**src/rtl/bcw_pkg.sv**
```systemverilog
// Package for the bit-clear and watchdog-clear execution block
package bcw_pkg;
   localparam int unsigned DATA_W    = 8;
   localparam int unsigned ADDR_W    = 8;
   localparam int unsigned BIT_SEL_W = 3;

   // Operation codes issued by the decode path
   typedef enum logic [2:0] {
      BCW_OP_NONE   = 3'h0,
      BCW_OP_CLRBIT = 3'h1,
      BCW_OP_WDCLR  = 3'h2,
      BCW_OP_PRE1   = 3'h3,
      BCW_OP_PRE2   = 3'h4
   } bcw_op_t;

   // Which pre-clear ran last (one-hot)
   typedef enum logic [2:0] {
      BCW_PRE_NONE = 3'h1,
      BCW_PRE_ONE  = 3'h2,
      BCW_PRE_TWO  = 3'h4
   } bcw_pre_t;

   typedef struct packed {
      logic                 valid;
      bcw_op_t              op;
      logic [ADDR_W-1:0]    addr;
      logic [BIT_SEL_W-1:0] bit_sel;
      logic [DATA_W-1:0]    rd_data;
   } bcw_instr_t;

   typedef struct packed {
      logic              we;
      logic [ADDR_W-1:0] addr;
      logic [DATA_W-1:0] data;
   } bcw_mem_wr_t;

   localparam logic [DATA_W-1:0] BIT_ONE   = 8'h01;
   localparam logic              FLAG_CLR  = 1'h0;
   localparam logic              FLAG_SET  = 1'h1;
endpackage

```
**src/rtl/bcw_exec.sv**
```systemverilog
// Execution logic for clear-bit and watchdog-clear instructions
`timescale 1ns/100ps

module bcw_exec (
   input  wire logic               ref_clk,
   input  wire logic               rst_n,
   input  wire bcw_pkg::bcw_instr_t instr,
   input  wire logic               timeout_set,
   input  wire logic               powerdown_set,
   output logic                    mem_wr_valid,
   output bcw_pkg::bcw_mem_wr_t    mem_wr,
   output logic                    watchdog_counter_clr,
   output logic                    timeout_flag,
   output logic                    powerdown_flag
);

   // ==========================================================
   // Instruction decode
   // Codes outside the set raise no strobe, so they fall through as no-ops
   logic                       op_clrbit;
   logic                       op_wdclr;
   logic                       op_pre1;
   logic                       op_pre2;

   always_comb begin
      op_clrbit = 1'h0;
      op_wdclr  = 1'h0;
      op_pre1   = 1'h0;
      op_pre2   = 1'h0;
      if (instr.valid) begin
         unique case (instr.op)
            bcw_pkg::BCW_OP_CLRBIT: begin
               op_clrbit = 1'h1;
            end
            bcw_pkg::BCW_OP_WDCLR: begin
               op_wdclr = 1'h1;
            end
            bcw_pkg::BCW_OP_PRE1: begin
               op_pre1 = 1'h1;
            end
            bcw_pkg::BCW_OP_PRE2: begin
               op_pre2 = 1'h1;
            end
            default: begin
               op_clrbit = 1'h0;
            end
         endcase
      end
   end

   // ==========================================================
   // Pre-clear record
   // Starts at none, so the first pre-clear after reset never acts
   bcw_pkg::bcw_pre_t          pre_reg;
   bcw_pkg::bcw_pre_t          pre_next;
   logic                       pre_alt;
   logic                       last_one;
   logic                       last_two;

   // An illegal record code reads as none, so an upset can only cost one clear
   always_comb begin
      last_one = 1'h0;
      last_two = 1'h0;
      unique case (pre_reg)
         bcw_pkg::BCW_PRE_NONE: begin
            last_one = 1'h0;
         end
         bcw_pkg::BCW_PRE_ONE: begin
            last_one = 1'h1;
         end
         bcw_pkg::BCW_PRE_TWO: begin
            last_two = 1'h1;
         end
         default: begin
            last_one = 1'h0;
         end
      endcase
   end

   always_comb begin
      pre_next = pre_reg;
      pre_alt  = 1'h0;
      if (op_pre1) begin
         pre_alt  = last_two;
         pre_next = bcw_pkg::BCW_PRE_ONE;
      end
      if (op_pre2) begin
         pre_alt  = last_one;
         pre_next = bcw_pkg::BCW_PRE_TWO;
      end
   end

   always_ff @(posedge ref_clk or negedge rst_n) begin
      if (!rst_n) begin
         pre_reg <= bcw_pkg::BCW_PRE_NONE;
      end else begin
         pre_reg <= pre_next;
      end
   end

   // ==========================================================
   // Watchdog counter clear
   // The single-step clear bypasses the record, so a pending pair is not disturbed
   logic                       wd_clear;
   logic                       wdc_reg;
   logic                       wdc_next;

   always_comb begin
      wd_clear = op_wdclr | pre_alt;
      wdc_next = wd_clear;
   end

   always_ff @(posedge ref_clk or negedge rst_n) begin
      if (!rst_n) begin
         wdc_reg <= bcw_pkg::FLAG_CLR;
      end else begin
         wdc_reg <= wdc_next;
      end
   end

   // ==========================================================
   // Bit mask for the clear-bit write-back
   logic [bcw_pkg::DATA_W-1:0] keep_mask;

   for (genvar gi = 0; gi < bcw_pkg::DATA_W; gi++) begin : g_keep
      assign keep_mask[gi] = (int'(instr.bit_sel) != gi);
   end

   // ==========================================================
   // Memory write-back
   // Address and data hold while idle, so the write port only toggles on a real write
   bcw_pkg::bcw_mem_wr_t       wr_reg;
   bcw_pkg::bcw_mem_wr_t       wr_next;
   logic                       vld_reg;
   logic                       vld_next;

   always_comb begin
      wr_next    = wr_reg;
      wr_next.we = 1'h0;
      vld_next   = 1'h0;
      if (op_clrbit) begin
         wr_next.we   = 1'h1;
         wr_next.addr = instr.addr;
         wr_next.data = instr.rd_data & keep_mask;
         vld_next     = 1'h1;
      end
   end

   always_ff @(posedge ref_clk or negedge rst_n) begin
      if (!rst_n) begin
         wr_reg  <= '0;
         vld_reg <= 1'h0;
      end else begin
         wr_reg  <= wr_next;
         vld_reg <= vld_next;
      end
   end

   // ==========================================================
   // Timeout flag
   // A set in the same cycle as a clear wins, so a fresh timeout is never lost
   logic                       to_reg;
   logic                       to_next;

   always_comb begin
      to_next = to_reg;
      if (wd_clear) begin
         to_next = bcw_pkg::FLAG_CLR;
      end
      if (timeout_set) begin
         to_next = bcw_pkg::FLAG_SET;
      end
   end

   always_ff @(posedge ref_clk or negedge rst_n) begin
      if (!rst_n) begin
         to_reg <= bcw_pkg::FLAG_CLR;
      end else begin
         to_reg <= to_next;
      end
   end

   // ==========================================================
   // Powerdown flag
   // Same priority as the timeout flag: a set beats a clear in one cycle
   logic                       pd_reg;
   logic                       pd_next;

   always_comb begin
      pd_next = pd_reg;
      if (wd_clear) begin
         pd_next = bcw_pkg::FLAG_CLR;
      end
      if (powerdown_set) begin
         pd_next = bcw_pkg::FLAG_SET;
      end
   end

   always_ff @(posedge ref_clk or negedge rst_n) begin
      if (!rst_n) begin
         pd_reg <= bcw_pkg::FLAG_CLR;
      end else begin
         pd_reg <= pd_next;
      end
   end

   // ==========================================================
   // Outputs, each straight from a flip-flop
   assign mem_wr_valid         = vld_reg;
   assign mem_wr               = wr_reg;
   assign watchdog_counter_clr = wdc_reg;
   assign timeout_flag         = to_reg;
   assign powerdown_flag       = pd_reg;

endmodule // bcw_exec

```
**config.mk**
```make
export PLATFORM = sky130hd
export DESIGN_NAME = bcw_exec
export DESIGN_NICKNAME = d
export VERILOG_FILES = /design/src/rtl/bcw_pkg.sv /design/src/rtl/bcw_exec.sv
export SDC_FILE = /design/constraint.sdc
export NUM_CORES = 1
export LEC_CHECK = 0
export BUFFER_PORTS_ARGS = -buffer_cell sky130_fd_sc_hd__buf_2
export CAP_MARGIN = 0
export CORE_AREA = 10 10 66 68
export CTS_BUF_LIST = sky130_fd_sc_hd__clkbuf_16
export DETAILED_ROUTE_END_ITERATION = 7
export DIE_AREA = 0 0 76 78
export GPL_TIMING_DRIVEN = 0
export SYNTH_ARGS = -nofsm -noshare
export SYNTH_HDL_FRONTEND = slang
export SYNTH_SLANG_ARGS = --single-unit
```
**constraint.sdc**
```tcl
create_clock -name ref_clk -period 1.19 [get_ports ref_clk]
set_input_delay 0.119 -clock ref_clk [delete_from_list [all_inputs] [get_ports ref_clk]]
set_output_delay 0.119 -clock ref_clk [all_outputs]
set_load 0.03 [all_outputs]
```
### After elaboration in Yosys (flattened, before gate mapping)

Cells that the tools add are included.

| cells by class | value |
|---|---|
| reduce and logical (&&, ||, !) cells | 4 |
| bitwise logic cells | 2 |
| eq/ne operators | 13 |
| multiplexer cells | 19 |

Operator list:

| operator | number |
|---|---|
| 17-bit 2-to-1 mux | 1 |
| 1-bit 2-to-1 mux | 16 |
| 3-bit inequality test, second input constant | 4 |
| 3-bit by 2-bit == test with 1-bit output, second input constant | 3 |
| 8-bit AND | 1 |
| 3-bit == test, second input constant | 2 |
| 3-bit 2-to-1 mux | 2 |
| 3-bit by 2-bit inequality test with 1-bit output, second input constant | 2 |
| 2-bit nonzero test | 3 |
| 3-bit by 1-bit == test with 1-bit output, second input constant | 1 |
| 3-bit by 1-bit inequality test with 1-bit output, second input constant | 1 |
| 3-bit nonzero test | 1 |
| 1-bit bitwise OR | 1 |

| storage, ports and cells | value |
|---|---|
| output and inout bits | 21 |
| register bits after elaboration | 24 |
| input bits | 27 |

### Longest topological paths before layout

Gate-level depths: netlist of run 1.

| logic depth | value |
|---|---|
| depth in word-level cells | 8 |
| depth in mapped cells | 6 |
| gate-level depth less buffers | 4 |

### Worst setup path after synthesis of run 1

No wires, ideal clock.

| path | value |
|---|---|
| path kind | register -> register |
| start | register pre_reg[2] |
| end | register pd_reg (netlist: powerdown_flag) |
| path slack | -57 ps |
| stages on the path, launching flop included | 4 |
| arrival time | 1127 ps |
| setup time | 120 ps |
| cells stage by stage | dfrtp_1 nor2_1 or4b_4 a31o_1 |

| on the way | value |
|---|---|
| word-level cells in the longest chain between the ends | 6 |
| elaborated cells on any way between the ends | 8 |
| classes of those cells | 2 x eq/ne; 4 x mux; 1 x bitwise; 1 x reduce/logical |

Ends and longest elaborated chain:

| item | line | source |
|---|---|---|
| start, declared | bcw_exec.sv:54 | `bcw_pkg::bcw_pre_t pre_reg;` |
| start signal, assigned | bcw_exec.sv:95 | `pre_reg <= bcw_pkg::BCW_PRE_NONE;` |
| start signal, assigned | bcw_exec.sv:97 | `pre_reg <= pre_next;` |
| 3-bit == test | bcw_exec.sv:64 | `unique case (pre_reg)` |
| 1-bit 2-to-1 mux | bcw_exec.sv:64 |  |
| 1-bit 2-to-1 mux | bcw_exec.sv:83 | `if (op_pre1) begin` |
| 1-bit 2-to-1 mux (*) | bcw_exec.sv:87 | `if (op_pre2) begin` |
| 1-bit bitwise OR (*) | bcw_exec.sv:109 | `wd_clear = op_wdclr \| pre_alt;` |
| 2-bit nonzero test (no line) (*) | n/a |  |
| end signal, assigned | bcw_exec.sv:201 | `pd_reg <= bcw_pkg::FLAG_CLR;` |
| end signal, assigned | bcw_exec.sv:203 | `pd_reg <= pd_next;` |
| end, declared | bcw_exec.sv:186 | `logic pd_reg;` |

Every way passes the cells marked *; elsewhere a longest branch is shown, timed or not.
A chain may end at the register's enable or synchronous reset.

### Final worst setup path of run 1

| path | value |
|---|---|
| start | register pre_reg[2] |
| end | register to_reg (netlist: timeout_flag) |

| on the way | value |
|---|---|
| word-level cells in the longest chain between the ends | 6 |
| elaborated cells on any way between the ends | 8 |
| classes of those cells | 2 x eq/ne; 4 x mux; 1 x bitwise; 1 x reduce/logical |

Ends and longest elaborated chain:

| item | line | source |
|---|---|---|
| 3-bit == test | bcw_exec.sv:64 |  |
| 1-bit 2-to-1 mux | bcw_exec.sv:64 |  |
| 1-bit 2-to-1 mux | bcw_exec.sv:83 |  |
| 1-bit 2-to-1 mux (*) | bcw_exec.sv:87 |  |
| 1-bit bitwise OR (*) | bcw_exec.sv:109 |  |
| 2-bit nonzero test (no line) (*) | n/a |  |
| end signal, assigned | bcw_exec.sv:177 | `to_reg <= bcw_pkg::FLAG_CLR;` |
| end signal, assigned | bcw_exec.sv:179 | `to_reg <= to_next;` |
| end, declared | bcw_exec.sv:162 | `logic to_reg;` |

Marks and branches as above.

==> run_results.csv, run 1 <==
group,metric,value,unit
drt,drt_iter0_drc,61,
clock_network,htree_levels,1,
sta,rsz0062_at_grt,"yes",
worst_setup_path,crit_family,"simple AND/OR/NAND/NOR gates",
drt,drc,0,
synth,synthArstFlopShare,100,%
drt,ant_nets,0,
worst_setup_path,cp_max_fo,4,
synth,netlist_area,987,µm²
layout,largest_reg_flops,16,
global_route,track_usage,8.46,%
synth,synthFlopType,"dfrtp_1",
worst_setup_path,reg2reg_slack,-0.08,ns
place,routabilityCongestion,0.704,
worst_setup_path,worstPathArrival,1.41,ns
sta,fin_crit_sh,107,%
die,core-area,3180,µm²
layout,final_area,1380,µm²
hold_path,hold_path_class,"in -> reg",
place,dpl_cell_area,1280,µm²
worst_setup_path,cp.required,1.33,ns
worst_setup_path,criticalPathCategory,"reg -> reg",
sta,timing.slew.headroom,66.5,%
worst_setup_path,start_kind,"flop",
worst_setup_path,slowest_stage,"or4b_4",
power,p_leak,0.000778,µW
layout,layout-drive-gt1-share,38.3,%
sta,setup_viol,2,
clock_network,cts.sinks,23,
clock_network,cts_buffers,3,
outcome,violations,"negative setup slack",
drt,drt_wl_total,2.51,mm
sta,drv_slew,0,
layout,areaGrowthSynthToFinish,40.2,%
worst_setup_path,r2r_start,"pre_reg[2]$_DFFE_PN0P_",
synth,yosysMostFrequentCell,"nand2_1",
synth,ys_warn_count,0,
power,ir_drop,0.771,mV
worst_setup_path,reg2reg_to,"timeout_flag$_DFFE_PN0P_",
sta,period_needed,1.27,ns
global_route,grt_pass1_wl,4.17,mm
die,fp-row-count,21,
drt,viasPerCell,4.37,
place,place_ws,-0.116,ns
clock_network,cts_tree,"built",
global_route,grt_pass1_vias,926,
drt,first_pass_iters,4,
worst_setup_path,critical_path_buf_inv_count,0,
sta,hold_viol,0,
sta,fmax,786,MHz
outcome,status,"finished with violations",
sta,fin_worst_skew,0.000521,ns
sta,worstMarginPinSlew,0.502,ns
synth,synth_cell_type_count,21,
layout,n_antenna_cell,0,
synth,netlist_instances,100,
sta,worst_slack,-0.0819,ns
die,fp.dieW,76,µm
job,timing.max_cap.violations,0,
worst_setup_path,r2r_cells,3,
global_route,grt_overflow,0,
synth,syn-num-nets,127,
synth,synth_top_area_cell,"dfrtp_1",
clock_network,path_clk_slew,0.05,ns
worst_setup_path,cpPeakStageDelay,0.48,ns
worst_setup_path,crit_path_end,"timeout_flag$_DFFE_PN0P_",
worst_setup_path,cp.depth,3,
die,die_y,78,µm
layout,stdcell_count,200,
synth,avgSynthCellArea,9.87,µm²
synth,synthDominantCellAreaShare,55.8,%
synth,synth-seq-cells,23,
synth,synthTopCellsByCount,"nand2_1 (42), dfrtp_1 (22), o311ai_0 (6), inv_1 (5), o21ai_0 (4)",
die,die-area,5930,µm²
worst_setup_path,crit_path_start,"pre_reg[2]$_DFFE_PN0P_",
clock_network,ctsLongestPathBuffers,2,
power,p_per_area,1590,nW/µm²
global_route,grt_max_degree,24,
clock_network,clk_latency,0.25,ns
drt,wl_per_cell,12.6,µm
synth,synth_edf_count,0,
global_route,antenna_found_initial,0,
place,dp.cells,193,
drt,vias,874,
worst_setup_path,endpoint_kind,"flop",
synth,synth_area_leaders,"dfrtp_1 (56%), nand2_1 (16%), o311ai_0 (5.3%)",
die,io_pins,48,
die,start_util,31.1,%
clock_network,ctsResizeCount,0,
synth,ys_seq_area_share,58.4,%
worst_setup_path,worstPathCellList,"nor2_1, or4b_4, a31o_1",
layout,nets,182,
place,numPortBuffers,47,
place,dp_hpwl,2.11,mm
clock_network,cts.root.buffer_cell,"clkbuf_16",
==> routing by layer <==
layer | vias up | global-route usage [%] | part of all wire [%] | wire (µm)
met5 | - | 0 | 0 | 0
met4 | 0 | 2.27 | 1.2 | 29
met3 | 2 | 3.80 | 7.0 | 176
met2 | 29 | 15.2 | 52 | 1300
met1 | 402 | 8.72 | 40 | 1010
li1 | 441 | - | - | -
==> power breakdown <==
group          internal, µW  switching, µW  total (µW)
registers               896           54.4         950
clock network           447            241         688
logic                   173            387         560
==> repair_timing <==
action | CTS | global route
buffers inserted | 0 | 2
pin swaps | 3 | 2
endpoints found under the hold margin | 22 | 0
setup endpoints to repair | 2 | 2
gates cloned | 0 | 0
hold buffers | 1 | 0
==> worst reg2reg max path, stage by stage, from the launching register on <==
cell,delay [ns]
dfrtp_1,0.40
nor2_1,0.10
or4b_4,0.48
a31o_1,0.19
==> placed cells by master, fill, tap and decap left out, types with 2 or more instances in the layout <==
cell type	netlist	final
buf_2	2	49
nand2_1	42	42
dfrtp_1	22	22
inv_1	5	6
o311ai_0	6	6
buf_4	2	4
o21ai_0	4	4
clkbuf_16	0	3
nand3b_1	2	2
a31o_1	2	2
a21oi_1	2	2
==> cell type report <==
| cell class | count | area, µm² |
|---|---|---|
| buffer | 4 | 25.0 |
| clock buffer | 3 | 75.1 |
| timing repair buffer | 50 | 260 |
| clock inverter | 1 | 3.75 |
| fill | 312 | 1800 |
| sequential | 23 | 577 |
| tap | 46 | 57.6 |
| inverter | 5 | 18.8 |
| multi-input combinational | 68 | 367 |
==> worst min path at each step <==
stage | start | endpoint | slack, ns | cells past startpoint
global route | instr[11] | mem_wr[8]$_DFFE_PN0P_ | 0.06 | 3
global placement | rst_n | powerdown_flag$_DFFE_PN0P_ | 0.11 | 1
CTS | instr[16] | mem_wr[13]$_DFFE_PN0P_ | 0.06 | 3
floorplan | rst_n | mem_wr[0]$_DFFE_PN0P_ | -0.18 | 0
detailed placement | rst_n | timeout_flag$_DFFE_PN0P_ | 0.12 | 1
finish | instr[15] | mem_wr[12]$_DFFE_PN0P_ | 0.06 | 3
==> cells by family (layout without fill, tap and decap cells) <==
family / count (synthesis) / count (layout) / share of synthesized area [%]
and+or+nand+nor: 51 / 51 / 24.7
DFF: 23 / 23 / 58.4
AOI/OAI and AO/OA: 17 / 17 / 12.4
buffers and inverters: 9 / 63 / 4.44
==> per-stage QoR <==
stage / total power, µW / util (%) / hold slack (ns) / TNS [ns]
finish: 2200 / 43.5 / 0.0584 / -0.162
global route: 2320 / 43.5 / 0.0645 / -0.222
CTS: 2230 / 43.1 / 0.0563 / -0.192
detailed placement: 1530 / 40.3 / 0.118 / -0.292
global placement: 1510 / 40.3 / 0.112 / -0.174
floorplan: 1300 / - / -0.177 / -0.105
Note: power is estimated with default switching activity, not from simulation.
==> run 2: changes to the inputs <==
- CTS_CLUSTER_SIZE: not set -> 8
- TNS_END_PERCENT: not set -> 5
==> run 2 against run 1 <==
  * The run still ends with negative setup slack left
  * Register-to-register slack about the same
  * Wire length up 6.7%
  * Via count up 4.0%
  * Power up 0.71%
  * Highest routed layer unchanged
  * Die area unchanged
==> run_results.csv, run 2 (synthesized netlist as in run 1, its figures left out) <==
group,metric,value,unit
layout,largest_reg_flops,16,
global_route,grt_pass1_wl,4.71,mm
worst_setup_path,cp.required,1.33,ns
sta,fmax,792,MHz
clock_network,cts_buffers,3,
drt,viasPerCell,4.57,
worst_setup_path,worstPathCellList,"or3b_1, a21o_1, a31o_1",
clock_network,cts.root.buffer_cell,"clkbuf_16",
worst_setup_path,cpPeakStageDelay,0.39,ns
sta,setup_viol,2,
sta,fin_crit_sh,106,%
hold_path,hold_path_class,"in -> reg",
drt,ant_nets,0,
clock_network,htree_levels,1,
power,p_per_area,1610,nW/µm²
place,place_ws,-0.107,ns
sta,fin_worst_skew,0.00178,ns
place,numPortBuffers,47,
layout,layout-drive-gt1-share,37.9,%
global_route,grt_overflow,0,
die,start_util,31.1,%
worst_setup_path,slowest_stage,"dfrtp_1",
layout,nets,181,
layout,layout_commonest_cell,"buf_2",
die,die_y,78,µm
drt,wl_met3,315,µm
clock_network,cts.sinks,23,
layout,areaGrowthSynthToFinish,39.4,%
job,timing.max_cap.violations,0,
sta,hold_viol,0,
global_route,antenna_found_initial,0,
die,fp-row-count,21,
outcome,status,"finished with violations",
global_route,grt_pass1_vias,1062,
clock_network,ctsResizeCount,0,
layout,final_area,1380,µm²
worst_setup_path,start_kind,"flop",
worst_setup_path,endpoint_kind,"flop",
power,ir_drop,0.588,mV
die,io_pins,48,
drt,drt_iter0_drc,63,
drt,wl_met2,1.24,mm
outcome,violations,"negative setup slack",
global_route,track_usage,9.56,%
die,core-area,3180,µm²
drt,wl_per_cell,13.5,µm
worst_setup_path,worstPathArrival,1.41,ns
sta,timing.slew.headroom,65.9,%
drt,drc,0,
drt,vias,909,
drt,highest_layer,"met4",
drt,first_pass_iters,4,
place,dpl_cell_area,1280,µm²
clock_network,clk_latency,0.25,ns
worst_setup_path,cp_max_fo,3,
clock_network,cts_tree,"built",
global_route,grt_max_degree,24,
sta,period_needed,1.26,ns
die,die-area,5930,µm²
layout,final_cell_mix,"buf_2 (49), nand2_1 (42), dfrtp_1 (22)",
sta,worstMarginPinSlew,0.511,ns
clock_network,ctsLongestPathBuffers,2,
drt,met1_length,1.08,mm
layout,n_antenna_cell,0,
power,power,2210,µW
sta,rsz0062_at_grt,"yes",
sta,drv_slew,0,
sta,worst_slack,-0.0727,ns
place,dp_hpwl,2.19,mm
power,p_leak,0.000773,µW
worst_setup_path,crit_family,"compound AO/OA/AOI/OAI gates",
drt,drt_wl_total,2.68,mm
worst_setup_path,critical_path_buf_inv_count,0,
layout,finish.utilization,43.3,%
clock_network,path_clk_slew,0.06,ns
die,fp.dieW,76,µm
worst_setup_path,criticalPathCategory,"reg -> reg",
layout,fillers,319,
place,routabilityCongestion,0.787,
## run 2: cell count changes in the layout (fill, tap and decap cells not counted)
cell and change:
buf_4 -1
## run 2: area by class of cell
cell class | instances | area [µm²] | area share (%)
plain buffers | 4 | 25.0 | 1.82
clock buffers | 3 | 75.1 | 5.45
clock inverters | 1 | 3.75 | 0.273
inverters | 5 | 18.8 | 1.36
multi-input cells | 68 | 367 | 26.6
flip-flops and latches | 23 | 577 | 41.9
well taps | 46 | 57.6 | 4.18
repair buffers | 49 | 253 | 18.4
## run 2: metrics by stage
| step | hold slack (ns) | std cells | TNS [ns] |
|---|---|---|---|
| after floorplan | -0.177 | 100 | -0.0937 |
| after global placement | 0.112 | 193 | -0.152 |
| final | 0.0513 | 199 | -0.138 |
| after detailed placement | 0.127 | 193 | -0.245 |
| after CTS | 0.0490 | 199 | -0.127 |
| after global routing | 0.0592 | 199 | -0.254 |
## run 2: worst paths after layout
kind | from | end | slack, ns | depth (start not counted)
setup reg to reg | pre_reg[1]$_DFFE_PN0P_ | timeout_flag$_DFFE_PN0P_ | -0.07 | 3
hold reg to reg | mem_wr[6]$_DFFE_PN0P_ | mem_wr[6]$_DFFE_PN0P_ | 0.46 | 2
setup / recovery | pre_reg[1]$_DFFE_PN0P_ | timeout_flag$_DFFE_PN0P_ | -0.07 | 3
hold / removal | instr[15] | mem_wr[12]$_DFFE_PN0P_ | 0.05 | 3
max in group asynchronous | rst_n | pre_reg[0]$_DFFE_PN1P_ | 0.45 | 2
min in group asynchronous | rst_n | mem_wr[8]$_DFFE_PN0P_ | 0.38 | 2
## run 2: power by group
group          internal, µW  switching (µW)  leakage [µW]
logic                   170             386      0.000449
registers               896            59.4      0.000282
clock network           448             255     0.0000423
total                  1510             700      0.000773
## run 2: metal layers
metal,up-vias,global-route usage [%]
met4,0,3.41
met3,5,5.18
li1,442,-
met2,45,15.1
met5,-,0
met1,417,10.7
## run 2: what timing repair did
action | in CTS | in global routing
hold endpoints to repair | 22 | 0
setup buffers | 1 | 0
cloned | 0 | 0
endpoints found under the setup margin | 2 | 2
hold buffers | 1 | 0
pin swaps | 3 | 0
## run 2: worst reg2reg max path, cell delays in order (launching register included)
cell     delay, ns
dfrtp_1       0.39
or3b_1        0.35
a21o_1        0.19
a31o_1        0.22
==> run 3: changes to the inputs <==
- PLACE_DENSITY_LB_ADDON: not set -> 0.05
==> run 3 against run 2 <==
  * The flow still finishes with violations (negative setup slack)
  * Combinational power about the same
  * Utilization increased by 0.24 points
  * Wire length decreased by 7.0%
  * Via count decreased by 3.6%
  * Clock power about the same
  * Worst hold slack improved by 0.0030 ns
  * Sequential power decreased by 0.6%
  * Register-to-register slack about the same
  * Clock skew decreased by 0.0011 ns
  * Sequential share of layout area decreased by 0.23 points
  * Critical endpoint unchanged
  * Largest cell class unchanged
  * Highest routed layer unchanged
==> run_results.csv, run 3 (synthesized netlist as in run 1, its figures left out) <==
group,metric,value,unit
place,numPortBuffers,47,
layout,fillers,322,
die,io_pins,48,
global_route,grt_pass1_wl,4.22,mm
sta,drv_slew,0,
power,p_leak,0.000778,µW
clock_network,clk_latency,0.25,ns
die,start_util,31.1,%
outcome,violations,"negative setup slack",
drt,wl_met3,204,µm
worst_setup_path,cpPeakStageDelay,0.39,ns
power,ir_drop,0.605,mV
sta,period_needed,1.25,ns
drt,ant_nets,0,
worst_setup_path,endpoint_kind,"flop",
worst_setup_path,slowest_stage,"dfrtp_1",
drt,met1_length,1.22,mm
place,routabilityCongestion,0.739,
drt,drc,0,
layout,largest_reg_flops,16,
sta,worstMarginPinSlew,0.518,ns
place,place_ws,-0.0983,ns
layout,n_antenna_cell,0,
drt,wl_per_cell,12.5,µm
die,fp.dieW,76,µm
drt,vias,876,
sta,setup_viol,2,
die,fp-row-count,21,
die,core-area,3180,µm²
sta,fin_worst_skew,0.000662,ns
clock_network,ctsResizeCount,0,
worst_setup_path,start_kind,"flop",
global_route,track_usage,8.43,%
sta,rsz0062_at_grt,"yes",
clock_network,cts.sinks,23,
worst_setup_path,cp.required,1.33,ns
place,dp_hpwl,2.01,mm
clock_network,path_clk_slew,0.06,ns
hold_path,hold_path_class,"in -> reg",
job,timing.max_cap.violations,0,
layout,layout_commonest_cell,"buf_2",
layout,final_cell_mix,"buf_2 (49), nand2_1 (42), dfrtp_1 (22)",
clock_network,cts_tree,"built",
drt,drt_wl_total,2.49,mm
sta,fin_crit_sh,105,%
drt,drt_iter0_drc,70,
sta,timing.slew.headroom,65.5,%
power,power,2210,µW
clock_network,htree_levels,1,
layout,areaGrowthSynthToFinish,40.2,%
worst_setup_path,criticalPathCategory,"reg -> reg",
clock_network,cts_buffers,3,
layout,layout-drive-gt1-share,38.3,%
global_route,antenna_found_initial,0,
worst_setup_path,worstPathCellList,"or3b_1, a21o_1, a31o_1",
worst_setup_path,worstPathArrival,1.39,ns
sta,worst_slack,-0.0603,ns
drt,first_pass_iters,2,
drt,wl_met2,1.05,mm
drt,highest_layer,"met4",
outcome,status,"finished with violations",
clock_network,ctsLongestPathBuffers,2,
drt,viasPerCell,4.38,
sta,fmax,800,MHz
layout,nets,182,
global_route,grt_max_degree,24,
global_route,grt_pass1_vias,937,
worst_setup_path,cp_max_fo,3,
power,p_per_area,1600,nW/µm²
die,die_y,78,µm
clock_network,cts.root.buffer_cell,"clkbuf_16",
global_route,grt_overflow,0,
die,die-area,5930,µm²
sta,hold_viol,0,
run 3: cell types whose count changed in the layout (fill, tap and decap cells not counted):
cell / before / now
buf_4: 3 / 4
run 3: what timing repair did:
item                                    4_1_cts  5_1_grt
pin swaps                                     4        0
hold endpoints to repair                     22        0
endpoints found under the setup margin        2        2
hold buffers                                  1        0
buffers inserted                              2        0
run 3: metrics by stage:
stage	setup TNS (ns)	cells	hold slack, ns	instance area (µm²)	utilization, %
6_report	-0.109	200	0.0544	1380	43.5
5_1_grt	-0.210	200	0.0594	1380	43.5
4_1_cts	-0.117	200	0.0515	1380	43.5
3_5_place_dp	-0.251	193	0.139	1280	40.3
3_3_place_gp	-0.224	193	0.128	1280	40.3
2_1_floorplan	-0.0937	100	-0.177	987	-
run 3: worst max-delay path: cells and delay by family (launching register included):
family	cells	cell delay [ns]
AO/OA/AOI/OAI	2	0.40
flip-flops	1	0.39
AND/OR/NAND/NOR	1	0.35
run 3: worst paths after layout:
path	start	cells after the start	to	slack [ns]
setup / recovery	pre_reg[1]$_DFFE_PN0P_	3	timeout_flag$_DFFE_PN0P_	-0.06
hold / removal	powerdown_set	2	powerdown_flag$_DFFE_PN0P_	0.05
max in group asynchronous	rst_n	2	pre_reg[0]$_DFFE_PN1P_	0.45
min in group asynchronous	rst_n	2	powerdown_flag$_DFFE_PN0P_	0.37
setup reg to reg	pre_reg[1]$_DFFE_PN0P_	3	timeout_flag$_DFFE_PN0P_	-0.06
hold reg to reg	mem_wr[1]$_DFFE_PN0P_	2	mem_wr[1]$_DFFE_PN0P_	0.46
run 3: layout make-up:
cell class | count | area, µm² | area share [%]
multi-input cells | 68 | 367 | 26.5
plain buffers | 4 | 25.0 | 1.81
clock inverters | 1 | 3.75 | 0.271
repair buffers | 50 | 260 | 18.8
well taps | 46 | 57.6 | 4.16
clock buffers | 3 | 75.1 | 5.42
inverters | 5 | 18.8 | 1.36
flip-flops and latches | 23 | 577 | 41.7
run 3: where the power goes:
part           internal, µW  total (µW)  switching (µW)
sequential              895         949            53.2
combinational           173         556             383
clock                   447         704             257
total                  1520        2210             693
run 3: per-layer routing:
layer,track usage [%],up-vias
met2,12.6,32
met3,3.57,2
met4,2.84,0
met1,10.7,397
li1,-,445
met5,0,-
